--- config.mk ---
export PLATFORM = sky130hd
export DESIGN_NAME = sap_port
export DESIGN_NICKNAME = d
export VERILOG_FILES = /design/src/hdl/sap_pkg.sv /design/src/hdl/sap_rx_sync.sv /design/src/hdl/sap_port.sv
export SDC_FILE = /design/constraint.sdc
export NUM_CORES = 1
export LEC_CHECK = 0
export BUFFER_PORTS_ARGS = -buffer_cell sky130_fd_sc_hd__buf_2
export CAP_MARGIN = 0
export CORE_MARGIN = 2
export CORE_UTILIZATION = 45
export CTS_BUF_LIST = sky130_fd_sc_hd__clkbuf_16
export CTS_CLUSTER_DIAMETER = 50
export DETAILED_ROUTE_END_ITERATION = 8
export MAX_ROUTING_LAYER = met4
export PLACE_DENSITY = 0.69
export SLEW_MARGIN = 40
export SYNTH_ARGS = -nofsm -noshare
export SYNTH_HDL_FRONTEND = slang
export SYNTH_SLANG_ARGS = --single-unit
--- constraint.sdc ---
create_clock -name aclk -period 2.3 [get_ports aclk]
set_input_delay 0 -clock aclk [delete_from_list [all_inputs] [get_ports aclk]]
set_output_delay 0 -clock aclk [all_outputs]
set_load 0.1 [all_outputs]
--- src/hdl/sap_pkg.sv ---
// Shared constants, register map and field layout of the serial audio port control/status block.
// What this block does
// - Control/status register is 16 bits: upper byte setup, lower byte read-only flags.
// - Visible flags update only while enabled, after first bit of next word.
// - Bypass set: prescaler runs at bus clock; clear: bus clock divided by four.
// - Receive bit order bit clear takes MSB first, set takes LSB first.
// - Receive clock polarity: 1 latches on rising edge, 0 on falling.
// - Receive sync polarity bit: 1 makes sync active low, 0 active high.
// - Receive sync length: 1 gives one bit, 0 gives one word.
// - Early sync starts one bit before data; otherwise with first data bit.
// - Early sync ends after one bit or one word, per length choice.
// - Data ready sets on new receive value; cleared by read or empty queue, resets.
// - Overrun never interrupts; it selects the exception receive vector.
// - Transmit empty set when the holding word moves to the shifter, or while the queue has room; resets set it.
// - Transmit write clears empty when no queue is used; enabled flag interrupts, exception vector on underrun.
// - Overrun sets when a word completes into a full store; word dropped.
// - Overrun clears by reset, or status read then holding read; not by receive disable.
// - Transmit slot with empty holding sets underrun and repeats the last word.
// - Transmit slot is frame sync in normal mode, every slot in network mode.
// - Underrun clears by reset, or status read then transmit holding write.
// - Network mode frame flags set in first slot, cleared at next slot, resets.
// - Receive watermark flag at threshold; cleared by read or disable; full queue drops.
// - Transmit watermark flag below threshold; cleared at threshold; reset sets it.
// - Word size selects 8, 10, 12 or 16 bits, also the word-long sync.
package sap_pkg;
  // ---------------------------------------------------------------------------
  // Register map
  // ---------------------------------------------------------------------------
  localparam logic [3:0]  ADDR_STATUS   = 4'h0;
  localparam logic [3:0]  ADDR_CONFIG   = 4'h4;
  localparam logic [1:0]  RESP_OKAY     = 2'h0;
  localparam logic [1:0]  RESP_SLVERR   = 2'h2;
  // Setup byte positions within the control/status register.
  localparam int B_BYPASS   = 15;
  localparam int B_LSBFIRST = 14;
  localparam int B_RISING   = 13;
  localparam int B_RXDMA    = 12;
  localparam int B_TXDMA    = 11;
  localparam int B_SYNCLOW  = 10;
  localparam int B_SYNCBIT  = 9;
  localparam int B_EARLY    = 8;
  // Status byte positions.
  localparam int F_RDY  = 7;
  localparam int F_TDE  = 6;
  localparam int F_OVR  = 5;
  localparam int F_UND  = 4;
  localparam int F_TFS  = 3;
  localparam int F_RFS  = 2;
  localparam int F_RWM  = 1;
  localparam int F_TWM  = 0;
  // Configuration register positions.
  localparam int C_EN    = 0;
  localparam int C_RXEN  = 1;
  localparam int C_RXQ   = 2;
  localparam int C_TXQ   = 3;
  localparam int C_RIE   = 4;
  localparam int C_TIE   = 5;
  localparam int C_NET   = 6;
  localparam int C_RST   = 7;
  localparam int C_WL    = 8;
  localparam int C_RTHR  = 10;
  localparam int C_TTHR  = 14;
  localparam int CFG_W   = 18;
  // ---------------------------------------------------------------------------
  // Reset values and counts
  // ---------------------------------------------------------------------------
  localparam logic [7:0]       SETUP_RST  = 8'h00;
  localparam logic [7:0]       FLAGS_RST  = 8'h41;
  localparam logic [CFG_W-1:0] CFG_RST    = 18'h2_2000;
  localparam logic [1:0]       FIX_DIV_LAST = 2'h3;
  // Word size in bits for each select code.
  function automatic logic [4:0] sap_word_bits(input logic [1:0] sel);
    case (sel)
      2'h0:    sap_word_bits = 5'h08;
      2'h1:    sap_word_bits = 5'h0a;
      2'h2:    sap_word_bits = 5'h0c;
      default: sap_word_bits = 5'h10;
    endcase
  endfunction : sap_word_bits
endpackage : sap_pkg

--- src/hdl/sap_rx_sync.sv ---
// Receive frame sync shaper: polarity, length and early timing.
`timescale 1ns/100ps
module sap_rx_sync
  import sap_pkg::*;
(
  input  wire logic       aclk,
  input  wire logic       aresetn,
  input  wire logic       bit_en,
  input  wire logic       word_start,
  input  wire logic       bit_length,
  input  wire logic       early,
  input  wire logic       active_low,
  input  wire logic [4:0] word_bits,
  output logic            sync_q
);
  typedef struct packed {
    logic       pending;
    logic       active;
    logic [4:0] cnt;
    logic       sync;
  } sap_sync_type;
  sap_sync_type s_q, s_d;
  logic [4:0]   len_m1;

  // Length minus one: one bit or one full word.
  assign len_m1 = bit_length ? 5'h00 : 5'(word_bits - 5'h01);

  // ---------------------------------------------------------------------------
  // Next state
  // ---------------------------------------------------------------------------
  // Word start marks the lead bit; late sync waits one bit for the data.
  always_comb begin
    s_d = s_q;
    if (bit_en) begin
      if (word_start && early) begin
        s_d.active  = 1'b1;
        s_d.cnt     = len_m1;
        s_d.pending = 1'b0;
      end else if (word_start) begin
        s_d.pending = 1'b1;
      end else if (s_q.pending) begin
        s_d.pending = 1'b0;
        s_d.active  = 1'b1;
        s_d.cnt     = len_m1;
      end else if (s_q.active) begin
        if (s_q.cnt == 5'h00) begin
          s_d.active = 1'b0;
        end else begin
          s_d.cnt = s_q.cnt - 5'h01;
        end
      end
    end
    s_d.sync = s_d.active ^ active_low;
  end

  always_ff @(posedge aclk) begin
    if (!aresetn) begin
      s_q <= '0;
    end else begin
      s_q <= s_d;
    end
  end

  assign sync_q = s_q.sync;

  property p_bit_sync;
    @(posedge aclk) disable iff (!aresetn)
      $rose(s_q.active) && bit_length |-> s_q.cnt == 5'h00;
  endproperty
  a_bit_sync: assert property (p_bit_sync) else $error("bit-length sync loaded with a long count");

  property p_early;
    @(posedge aclk) disable iff (!aresetn)
      bit_en && word_start && early |=> s_q.active;
  endproperty
  a_early: assert property (p_early) else $error("early sync did not start on the lead bit");
endmodule : sap_rx_sync

--- src/hdl/sap_port.sv ---
// Control/status register, flag logic and register bus slave of the serial audio port.
//
// Local design decisions: the AXI4-Lite interface to the registers and the register offsets.
`timescale 1ns/100ps
module sap_port
  import sap_pkg::*;
#(
  parameter int QDEPTH = 8
) (
  input  wire logic        aclk,
  input  wire logic        aresetn,
  input  wire logic [3:0]  s_axi_awaddr,
  input  wire logic        s_axi_awvalid,
  output logic             s_axi_awready,
  input  wire logic [31:0] s_axi_wdata,
  input  wire logic [3:0]  s_axi_wstrb,
  input  wire logic        s_axi_wvalid,
  output logic             s_axi_wready,
  output logic [1:0]       s_axi_bresp,
  output logic             s_axi_bvalid,
  input  wire logic        s_axi_bready,
  input  wire logic [3:0]  s_axi_araddr,
  input  wire logic        s_axi_arvalid,
  output logic             s_axi_arready,
  output logic [31:0]      s_axi_rdata,
  output logic [1:0]       s_axi_rresp,
  output logic             s_axi_rvalid,
  input  wire logic        s_axi_rready,
  input  wire logic        word_first_bit_done,
  input  wire logic        rx_word_complete,
  input  wire logic        rx_holding_read,
  input  wire logic [3:0]  rx_queue_level,
  input  wire logic        tx_holding_write,
  input  wire logic        tx_holding_to_shifter,
  input  wire logic [3:0]  tx_queue_level,
  input  wire logic        tx_frame_sync,
  input  wire logic        tx_slot_start,
  input  wire logic        tx_first_slot,
  input  wire logic        rx_slot_start,
  input  wire logic        rx_first_slot,
  input  wire logic        bit_clock_en,
  input  wire logic        rx_word_start,
  output logic             fix_clk_en_q,
  output logic             rx_lsb_first_q,
  output logic             rx_clock_rising_edge_q,
  output logic             rx_store_q,
  output logic             tx_repeat_q,
  output logic             rx_sync_q,
  output logic             rx_irq_exception_q,
  output logic             rx_irq_normal_q,
  output logic             tx_irq_exception_q,
  output logic             tx_irq_normal_q
);
  // ---------------------------------------------------------------------------
  // State
  // ---------------------------------------------------------------------------
  typedef struct packed {
    logic             aw_rdy;
    logic             w_rdy;
    logic             aw_got;
    logic             w_got;
    logic [3:0]       waddr;
    logic [31:0]      wdata;
    logic [3:0]       wstrb;
    logic             bvalid;
    logic [1:0]       bresp;
    logic             ar_rdy;
    logic             rvalid;
    logic [31:0]      rdata;
    logic [1:0]       rresp;
    logic [7:0]       setup;
    logic [CFG_W-1:0] cfg;
    logic [7:0]       raw;
    logic [7:0]       vis;
    logic             arm_ovr;
    logic             arm_und;
    logic [1:0]       div;
    logic             fix_en;
    logic             store;
    logic             repeat_w;
    logic             rx_exc;
    logic             rx_norm;
    logic             tx_exc;
    logic             tx_norm;
  } sap_state_type;
  sap_state_type st_q, st_d;

  logic             en, rxq, txq, net, prst;
  logic [3:0]       rthr, tthr;
  logic             rx_full, tx_slot, status_rd;
  logic [31:0]      wmask, wr_val;
  logic [7:0]       set_v, clr_v;

  assign en   = st_q.cfg[C_EN];
  assign rxq  = st_q.cfg[C_RXQ];
  assign txq  = st_q.cfg[C_TXQ];
  assign net  = st_q.cfg[C_NET];
  assign prst = st_q.cfg[C_RST];
  assign rthr = st_q.cfg[C_RTHR +: 4];
  assign tthr = st_q.cfg[C_TTHR +: 4];

  // Store is full when the holding register is unread or the queue has no room.
  assign rx_full = rxq ? (32'(rx_queue_level) >= QDEPTH) : st_q.raw[F_RDY];
  // Normal mode slots are frame syncs; every slot counts in network mode.
  assign tx_slot = net ? tx_slot_start : tx_frame_sync;
  assign status_rd = s_axi_arvalid && st_q.ar_rdy && (s_axi_araddr == ADDR_STATUS);
  assign wmask = {{8{st_q.wstrb[3]}}, {8{st_q.wstrb[2]}}, {8{st_q.wstrb[1]}}, {8{st_q.wstrb[0]}}};

  // ---------------------------------------------------------------------------
  // Next state
  // ---------------------------------------------------------------------------
  // Flags are kept twice: raw tracks events at once, the visible copy follows
  // it only at the word update point, so software sees stable words.
  always_comb begin
    st_d   = st_q;
    wr_val = 32'h0000_0000;
    set_v  = 8'h00;
    clr_v  = 8'h00;

    // Write channel: address and data taken in either order.
    if (s_axi_awvalid && st_q.aw_rdy) begin
      st_d.aw_got = 1'b1;
      st_d.aw_rdy = 1'b0;
      st_d.waddr  = s_axi_awaddr;
    end
    if (s_axi_wvalid && st_q.w_rdy) begin
      st_d.w_got = 1'b1;
      st_d.w_rdy = 1'b0;
      st_d.wdata = s_axi_wdata;
      st_d.wstrb = s_axi_wstrb;
    end
    if (st_q.aw_got && st_q.w_got && !st_q.bvalid) begin
      st_d.aw_got = 1'b0;
      st_d.w_got  = 1'b0;
      st_d.bvalid = 1'b1;
      st_d.bresp  = RESP_OKAY;
      if (st_q.waddr == ADDR_STATUS) begin
        // Only the setup byte takes writes; the status byte keeps its flags.
        wr_val = (st_q.wdata & wmask) | ({16'h0000, st_q.setup, 8'h00} & ~wmask);
        st_d.setup = wr_val[15:8];
      end else if (st_q.waddr == ADDR_CONFIG) begin
        wr_val = (st_q.wdata & wmask) | (32'(st_q.cfg) & ~wmask);
        st_d.cfg = wr_val[CFG_W-1:0];
      end else begin
        st_d.bresp = RESP_SLVERR;
      end
    end
    if (st_q.bvalid && s_axi_bready) begin
      st_d.bvalid = 1'b0;
      st_d.aw_rdy = 1'b1;
      st_d.w_rdy  = 1'b1;
    end

    // Read channel.
    if (s_axi_arvalid && st_q.ar_rdy) begin
      st_d.ar_rdy = 1'b0;
      st_d.rvalid = 1'b1;
      st_d.rresp  = RESP_OKAY;
      if (s_axi_araddr == ADDR_STATUS) begin
        st_d.rdata = {16'h0000, st_q.setup, st_q.vis};
      end else if (s_axi_araddr == ADDR_CONFIG) begin
        st_d.rdata = 32'(st_q.cfg);
      end else begin
        st_d.rdata = 32'h0000_0000;
        st_d.rresp = RESP_SLVERR;
      end
    end
    if (st_q.rvalid && s_axi_rready) begin
      st_d.rvalid = 1'b0;
      st_d.ar_rdy = 1'b1;
    end

    // Fixed prescaler enable: every cycle, or one in four.
    st_d.fix_en = st_q.setup[B_BYPASS - 8] || (st_q.div == FIX_DIV_LAST);
    st_d.div    = st_q.setup[B_BYPASS - 8] ? 2'h0 : 2'(st_q.div + 2'h1);

    // Event pulses towards the data path.
    st_d.store    = rx_word_complete && st_q.cfg[C_RXEN] && !rx_full;
    st_d.repeat_w = tx_slot && st_q.raw[F_TDE];

    // Set and clear terms of each raw flag.
    set_v[F_RDY] = rx_word_complete && st_q.cfg[C_RXEN] && !rx_full;
    clr_v[F_RDY] = rxq ? (rx_queue_level == 4'h0) : rx_holding_read;
    set_v[F_TDE] = txq ? (32'(tx_queue_level) < QDEPTH) : tx_holding_to_shifter;
    clr_v[F_TDE] = tx_holding_write;
    set_v[F_OVR] = rx_word_complete && st_q.cfg[C_RXEN] && rx_full;
    clr_v[F_OVR] = st_q.arm_ovr && rx_holding_read;
    set_v[F_UND] = tx_slot && st_q.raw[F_TDE];
    clr_v[F_UND] = st_q.arm_und && tx_holding_write;
    set_v[F_TFS] = net && tx_slot_start && tx_first_slot;
    clr_v[F_TFS] = !net || tx_slot_start;
    set_v[F_RFS] = net && rx_slot_start && rx_first_slot;
    clr_v[F_RFS] = !net || rx_slot_start;
    set_v[F_RWM] = rxq && (rx_queue_level >= rthr);
    clr_v[F_RWM] = rx_holding_read || !en;
    set_v[F_TWM] = !en || (txq && (tx_queue_level < tthr));
    clr_v[F_TWM] = tx_queue_level >= tthr;

    // A set in the same cycle as its clear wins.
    st_d.raw = (st_q.raw & ~clr_v) | set_v;
    // The queue-backed empty flag follows the queue level directly.
    if (txq) begin
      st_d.raw[F_TDE] = set_v[F_TDE];
    end

    // Visible copy: loaded at the update point, clears take effect at once.
    if (en && word_first_bit_done) begin
      st_d.vis = st_d.raw;
    end else begin
      st_d.vis = st_q.vis & ~(clr_v & ~set_v);
    end

    // Arming: a status read seen with the flag up, held until the data access.
    if (status_rd && st_q.vis[F_OVR]) begin
      st_d.arm_ovr = 1'b1;
    end else if (clr_v[F_OVR] || !st_q.raw[F_OVR]) begin
      st_d.arm_ovr = 1'b0;
    end
    if (status_rd && st_q.vis[F_UND]) begin
      st_d.arm_und = 1'b1;
    end else if (clr_v[F_UND] || !st_q.raw[F_UND]) begin
      st_d.arm_und = 1'b0;
    end

    // Port reset returns flags to their reset values; setup and config stay.
    if (prst) begin
      st_d.raw     = FLAGS_RST;
      st_d.vis     = FLAGS_RST;
      st_d.arm_ovr = 1'b0;
      st_d.arm_und = 1'b0;
    end

    // Interrupt requests; overrun and underrun only steer the vector.
    st_d.rx_exc  = st_q.cfg[C_RIE] && st_q.cfg[C_RXEN] &&
                   (rxq ? st_q.vis[F_RWM] : st_q.vis[F_RDY]) && st_q.vis[F_OVR];
    st_d.rx_norm = st_q.cfg[C_RIE] && st_q.cfg[C_RXEN] &&
                   (rxq ? st_q.vis[F_RWM] : st_q.vis[F_RDY]) && !st_q.vis[F_OVR];
    st_d.tx_exc  = st_q.cfg[C_TIE] &&
                   (txq ? st_q.vis[F_TWM] : st_q.vis[F_TDE]) && st_q.vis[F_UND];
    st_d.tx_norm = st_q.cfg[C_TIE] &&
                   (txq ? st_q.vis[F_TWM] : st_q.vis[F_TDE]) && !st_q.vis[F_UND];
  end

  // Single register stage for all state.
  always_ff @(posedge aclk) begin
    if (!aresetn) begin
      st_q        <= '0;
      st_q.aw_rdy <= 1'b1;
      st_q.w_rdy  <= 1'b1;
      st_q.ar_rdy <= 1'b1;
      st_q.setup  <= SETUP_RST;
      st_q.cfg    <= CFG_RST;
      st_q.raw    <= FLAGS_RST;
      st_q.vis    <= FLAGS_RST;
    end else begin
      st_q <= st_d;
    end
  end

  // ---------------------------------------------------------------------------
  // Receive frame sync and outputs
  // ---------------------------------------------------------------------------
  sap_rx_sync u_rx_sync (
    .aclk       (aclk),
    .aresetn    (aresetn),
    .bit_en     (bit_clock_en),
    .word_start (rx_word_start),
    .bit_length (st_q.setup[B_SYNCBIT - 8]),
    .early      (st_q.setup[B_EARLY - 8]),
    .active_low (st_q.setup[B_SYNCLOW - 8]),
    .word_bits  (sap_word_bits(st_q.cfg[C_WL +: 2])),
    .sync_q     (rx_sync_q)
  );

  assign s_axi_awready          = st_q.aw_rdy;
  assign s_axi_wready           = st_q.w_rdy;
  assign s_axi_bresp            = st_q.bresp;
  assign s_axi_bvalid           = st_q.bvalid;
  assign s_axi_arready          = st_q.ar_rdy;
  assign s_axi_rdata            = st_q.rdata;
  assign s_axi_rresp            = st_q.rresp;
  assign s_axi_rvalid           = st_q.rvalid;
  assign fix_clk_en_q           = st_q.fix_en;
  assign rx_lsb_first_q         = st_q.setup[B_LSBFIRST - 8];
  assign rx_clock_rising_edge_q = st_q.setup[B_RISING - 8];
  assign rx_store_q             = st_q.store;
  assign tx_repeat_q            = st_q.repeat_w;
  assign rx_irq_exception_q     = st_q.rx_exc;
  assign rx_irq_normal_q        = st_q.rx_norm;
  assign tx_irq_exception_q     = st_q.tx_exc;
  assign tx_irq_normal_q        = st_q.tx_norm;

  // ---------------------------------------------------------------------------
  // Assertions
  // ---------------------------------------------------------------------------
  property p_div_bypass;
    @(posedge aclk) disable iff (!aresetn) st_q.setup[B_BYPASS - 8] |=> st_q.fix_en;
  endproperty
  a_div_bypass: assert property (p_div_bypass) else $error("bypass did not pass every cycle");

  property p_div_four;
    @(posedge aclk) disable iff (!aresetn)
      st_q.fix_en && !st_q.setup[B_BYPASS - 8] && !st_d.setup[B_BYPASS - 8] |=> !st_q.fix_en;
  endproperty
  a_div_four: assert property (p_div_four) else $error("divided enable ran back to back");

  property p_overrun_drop;
    @(posedge aclk) disable iff (!aresetn)
      rx_word_complete && st_q.cfg[C_RXEN] && rx_full && !prst |=> !rx_store_q && st_q.raw[F_OVR];
  endproperty
  a_overrun_drop: assert property (p_overrun_drop) else $error("overrun word was stored");

  property p_rx_vector;
    @(posedge aclk) disable iff (!aresetn) rx_irq_exception_q |-> $past(st_q.vis[F_OVR]) && !rx_irq_normal_q;
  endproperty
  a_rx_vector: assert property (p_rx_vector) else $error("receive exception vector without overrun");

  property p_tx_write_clears;
    @(posedge aclk) disable iff (!aresetn)
      tx_holding_write && !txq && !tx_holding_to_shifter && !prst |=> !st_q.raw[F_TDE];
  endproperty
  a_tx_write_clears: assert property (p_tx_write_clears) else $error("write did not clear transmit empty");

  property p_underrun;
    @(posedge aclk) disable iff (!aresetn)
      tx_slot && st_q.raw[F_TDE] && !prst |=> st_q.raw[F_UND] && tx_repeat_q;
  endproperty
  a_underrun: assert property (p_underrun) else $error("underrun missed on empty slot");

  property p_update_gate;
    @(posedge aclk) disable iff (!aresetn)
      (st_q.vis & ~$past(st_q.vis)) != 8'h00 |-> $past(en && word_first_bit_done) || $past(prst);
  endproperty
  a_update_gate: assert property (p_update_gate) else $error("visible flag rose outside update point");

  property p_overrun_clear;
    @(posedge aclk) disable iff (!aresetn)
      $fell(st_q.raw[F_OVR]) |-> $past(st_q.arm_ovr && rx_holding_read) || $past(prst);
  endproperty
  a_overrun_clear: assert property (p_overrun_clear) else $error("overrun cleared without sequence");

  property p_ready_on_store;
    @(posedge aclk) disable iff (!aresetn) rx_store_q && !$past(prst) |-> st_q.raw[F_RDY];
  endproperty
  a_ready_on_store: assert property (p_ready_on_store) else $error("stored word without data ready");
endmodule : sap_port

# ---- Word level (Yosys, flattened, before mapping)
# Cells that the tools add are included.
dict set report word_totals {
  mem_bits_rw 0
  mem_bits_ro 0
  latchBits 0
  inputBits 71
  wordCells 152
  out_inout_bits 51
  mem_count 0
  reg_bits 129
}
dict set report op_classes {
  n_eq_ne 7
  shift 0
  multipliers 0
  n_bitwise 16
  reduce_logical 62
  n_div 0
  order_cmp 5
  add_sub_neg 3
  n_mux 28
}
# cell n
set op_table {}
lappend op_table {{$and A18 B18 Y18} 2}
lappend op_table {{$mux W32} 1}
lappend op_table {{$logic_and A1 B1 Y1} 31}
lappend op_table {{$and A8 B8 Y8} 3}
lappend op_table {{$mux W6} 4}
lappend op_table {{$not A8 Y8} 3}
lappend op_table {{$mux W18} 1}
lappend op_table {{$not A18 Y18} 1}
lappend op_table {{$or A18 B18 Y18} 1}
lappend op_table {{$and A16 B16 Y16} 1}
lappend op_table {{$or A16 B16 Y16} 1}
lappend op_table {{$pmux W5 S3} 1}
lappend op_table {{$mux W1} 13}
lappend op_table {{$logic_not A4 Y1} 3}
lappend op_table {{$mux W5} 2}
lappend op_table {{$reduce_or A2 Y1} 5}
lappend op_table {{$sub A5 B1 Y5 const B} 2}
lappend op_table {{$eq A4 B3 Y1 const B} 2}
lappend op_table {{$ge A4 B4 Y1} 2}
lappend op_table {{$logic_not A1 Y1} 8}
lappend op_table {{$mux W2} 4}
lappend op_table {{$mux W8} 1}
lappend op_table {{$or A8 B8 Y8} 1}
lappend op_table {{$logic_or A1 B1 Y1} 7}
lappend op_table {{other kinds (18)} 21}

# ---- Depth between registers and ports, before layout
dict set report depth {
  ltp_word 9
  depth_mapped 6
  depth_no_buf 6
}

# ---- Modules after synthesis
# From an unflattened synthesis, not the netlist that was laid out.
dict set report hier_totals {
  hier_cells 558
  area_unflattened_um2 4922.2
}
# module area_each_um2 cells_each n_inst seq_area_each_um2
set modules_own_cells {}
lappend modules_own_cells {sap_port 4352.9 495 1 2102.0}
lappend modules_own_cells {sap_rx_sync 569.3 63 1 160.2}

# ---- Worst setup path before layout
# OpenSTA, ideal clock, no wires.
dict set report synth_path {
  path_type {flip-flop to flip-flop}
  from {reg st_q, in the netlist s_axi_arready}
  to {reg st_q, in the netlist s_axi_rdata[13]}
  required_ns 2.232
  t_arrival_ns 1.981
  path_slack_ns 0.251
  path_buffers 1
  path_stages_with_launch 6
  setup_ns 0.068
  period_less_slack_ns 2.049
  cell_sequence {dfxtp_1 -> nand2_1 -> nor3b_4 -> buf_4 -> a222oi_1 -> nor2_1}
}
dict set report synth_via {
  elab_chain_cells 1
}
# item line
set synth_lines {}
lappend synth_lines {{start, declared} sap_port.sv:86} ;# sap_state_type st_q, st_d;
lappend synth_lines {{start signal, assigned} sap_port.sv:256} ;# st_q <= st_d;
lappend synth_lines {{$logic_and A1 B1 Y1} sap_port.sv:155} ;# if (s_axi_arvalid && st_q.ar_rdy) begin
# Every way passes these cells.
# A chain may end at the register's enable or synchronous reset.

# ---- Worst setup path in the final report
dict set report layout_path {
  from {in aresetn}
  to {reg st_q, in the netlist s_axi_wready}
}
dict set report layout_via {
  elab_chain_cells 2
}
# item line
set layout_lines {}
lappend layout_lines {{start, declared} sap_port.sv:11} ;# input wire logic aresetn,
lappend layout_lines {{$not A1 Y1 (no line)} -}
lappend layout_lines {{$reduce_or A2 Y1 (no line)} -}
# Every way passes these cells.

==> out/metrics.cfg <==
[outcome]
status=finished clean

[pwr]
p_leak_nw=2.728
p_int_w=0.003878
power_density_nw_per_um2=826.6
irDropWorstVdd_uv=552.0
pwr-share-clk=0.500
p_seq_frac=0.394
pwr-share-comb=0.107
p_sw_w=0.001329
switching_share=0.2552

[logic_synthesis]
syn_avg_cell_area_sq_um=8.562
yosysTopAreaCell=dfxtp_1
ys_types=53
synth-async-reset-ratio=0
ys_seq_elements=113
netlist.area_leader.share=0.4651
synth_most_common_cell=dfxtp_1
synthFlopType=dfxtp_1
synth_top_cells_by_area=dfxtp_1, nand2_1, buf_4
seq_area_frac_synth=0.4651
synth-edff-count=0
synth_commonest_cells=dfxtp_1, nand2_1, a21oi_1, nor2_1, buf_4
yosysWarnings=0
syn_inst=568
syn_area_sq_um=4863

[clock_tree]
cts_tree=built
clock_latency_ns=0.41
clockRootBuffer=clkbuf_16
clk_pin_slew_worst_paths_ns=0.05
numCtsBuffers=17
cts_setup_buffers=0
ctsHoldBuffers=48
clkSinkCount=113
clk_path_buf_depth=2
post_cts_resized=0
cts-htree-levels=4

[global_routing]
globalRouteOverflowTotal=0
grt_max_degree=39
grt_pass1_wl_mm=19.22
grt_pass1_vias=4205
grt_util_all_layers=0.2176
antenna_found_initial=0

[finish]
fin_area_sq_um=6299
regArea_sq_um=2262
num_antenna_cells=0
utilization=0.6047
fillCellCount=892
final_cells=833
multi_input_area_sq_um=2170
drive_gt1_frac=0.2023
nNetsFinal=770
syn2layout_area_growth_pct=29.51

[critical_path]
rr_worst_depth=4
end_kind=flop
rrSetupSlack_ns=0.54
crit_type=in -> reg
required_ns=2.59
arrival_ns=2.07
rr_startpoint=s_axi_bvalid
cp_max_fo=38
start_kind=input port

[routing]
firstDrtPassIters=5
wl_per_cell_microns=14.12
antenna_left=0
drt-vias-per-instance=5.136
vias=4278
drc_errors=0
drt_iter0_drc=243
wl_mm=11.76

[sta]
finalCriticalPeriod_ns=1.782
finalSetupTns_ns=0
setup_violations=0
slew_headroom=0.5049
finalHoldViolCount=0
tightestPinTransition_ns=0.7409
rsz0062_at_grt=no
fin_crit_sh=0.7746
finalMaxSlewViolations=0
fin_ws_ns=0.5184
skew_ns=0.008587
fmax_mhz=561.3

[floorplan]
core_sq_um=10420
die_h_microns=108.0
rows=37
die-area_sq_um=11660
die_x_microns=108.0
initial_core_util=0.4669
pin_count=122

[placed_design]
dp_hpwl_mm=7.959
dpl.cell_count=753
place_area_sq_um=5221
place.gp.congestion=0.8086
io_buffers=90
pre_cts_ws_ns=0.5608

[min_path]
hold_depth=4
worstHoldStart=rx_word_start
whs_endpoint=u_rx_sync.s_q[7]
hold_path_class=in -> reg

[flow_run]
drv_cap=0

==> routing by layer <==
layer | global-route usage | part of all wire | vias to the layer above
met4 | 0.07601 | 0.017 | 0
met3 | 0.05726 | 0.051 | 18
met1 | 0.2443 | 0.43 | 1967
met2 | 0.3747 | 0.50 | 134
li1 | - | - | 2159
met5 | - | 0 | -
==> through the flow <==
stage                     hold slack [ns]  total power, W
final                             0.04247        0.005207
after global routing              0.04927        0.005393
after CTS                         0.02566        0.005242
after detailed placement           0.2335        0.002580
after global placement             0.2123        0.002569
after floorplan                    0.1004        0.002480
==> layout make-up <==
class / count / area share
Tap cell: 136 / 0.02702
Timing Repair Buffer: 148 / 0.1597
Sequential cell: 113 / 0.3592
Multi-Input combinational cell: 379 / 0.3445
Clock buffer: 17 / 0.06754
Clock inverter: 15 / 0.02721
Inverter: 25 / 0.01490
==> power by group through the flow <==
stage	Combinational [W]	Clock (W)	Sequential [W]
after floorplan	0.000339	0	0.00214
after global routing	0.000602	0.00274	0.00205
final	0.000556	0.00260	0.00205
after detailed placement	0.000491	0	0.00209
after global placement	0.000483	0	0.00209
after CTS	0.000556	0.00264	0.00205
==> logic make-up (layout without fill, tap and decap cells) <==
logic type,after synthesis,in the layout,synth area share
simple gates,202,202,0.1909
compound gates,126,126,0.1623
flops,113,113,0.4651
buf+inv,91,205,0.1003
mux,19,19,0.04013
fa+ha+maj,15,15,0.03859
other cells,1,16,0.0007711
xor+xnor,1,1,0.001801
==> critical path, cell delays in order <==
cell           delay (ns)
dlygate4sd3_1        0.52
buf_2                0.23
inv_2                0.33
a21oi_1              0.30
o21ai_0              0.11
dlygate4sd3_1        0.57
==> how the worst max path moves through the flow <==
stage	cells after the start	end	startpoint	slack, ns
3_5_place_dp	4	flop	s_axi_bvalid	0.56
3_3_place_gp	4	flop	s_axi_bvalid	0.62
4_1_cts	6	s_axi_wready	aresetn	0.51
6_report	6	s_axi_wready	aresetn	0.52
2_1_floorplan	5	s_axi_rdata[13]	s_axi_arready	0.25
5_1_grt	6	s_axi_wready	aresetn	0.31
==> cells in the final DEF (no fill, tap or decap), types with 16 or more instances in the layout <==
| cell | netlist | layout |
|---|---|---|
| buf_2 | 6 | 90 |
| o21ai_0 | 31 | 31 |
| clkbuf_16 | 0 | 17 |
| a222oi_1 | 16 | 16 |
| inv_1 | 24 | 26 |
| conb_1 | 1 | 16 |
| nor2_1 | 49 | 49 |
| nand2_1 | 83 | 83 |
| dfxtp_1 | 113 | 113 |
| a21oi_1 | 51 | 51 |
| dlygate4sd3_1 | 0 | 48 |
| nand3_1 | 24 | 24 |
Power figures use the tool's default switching activity.
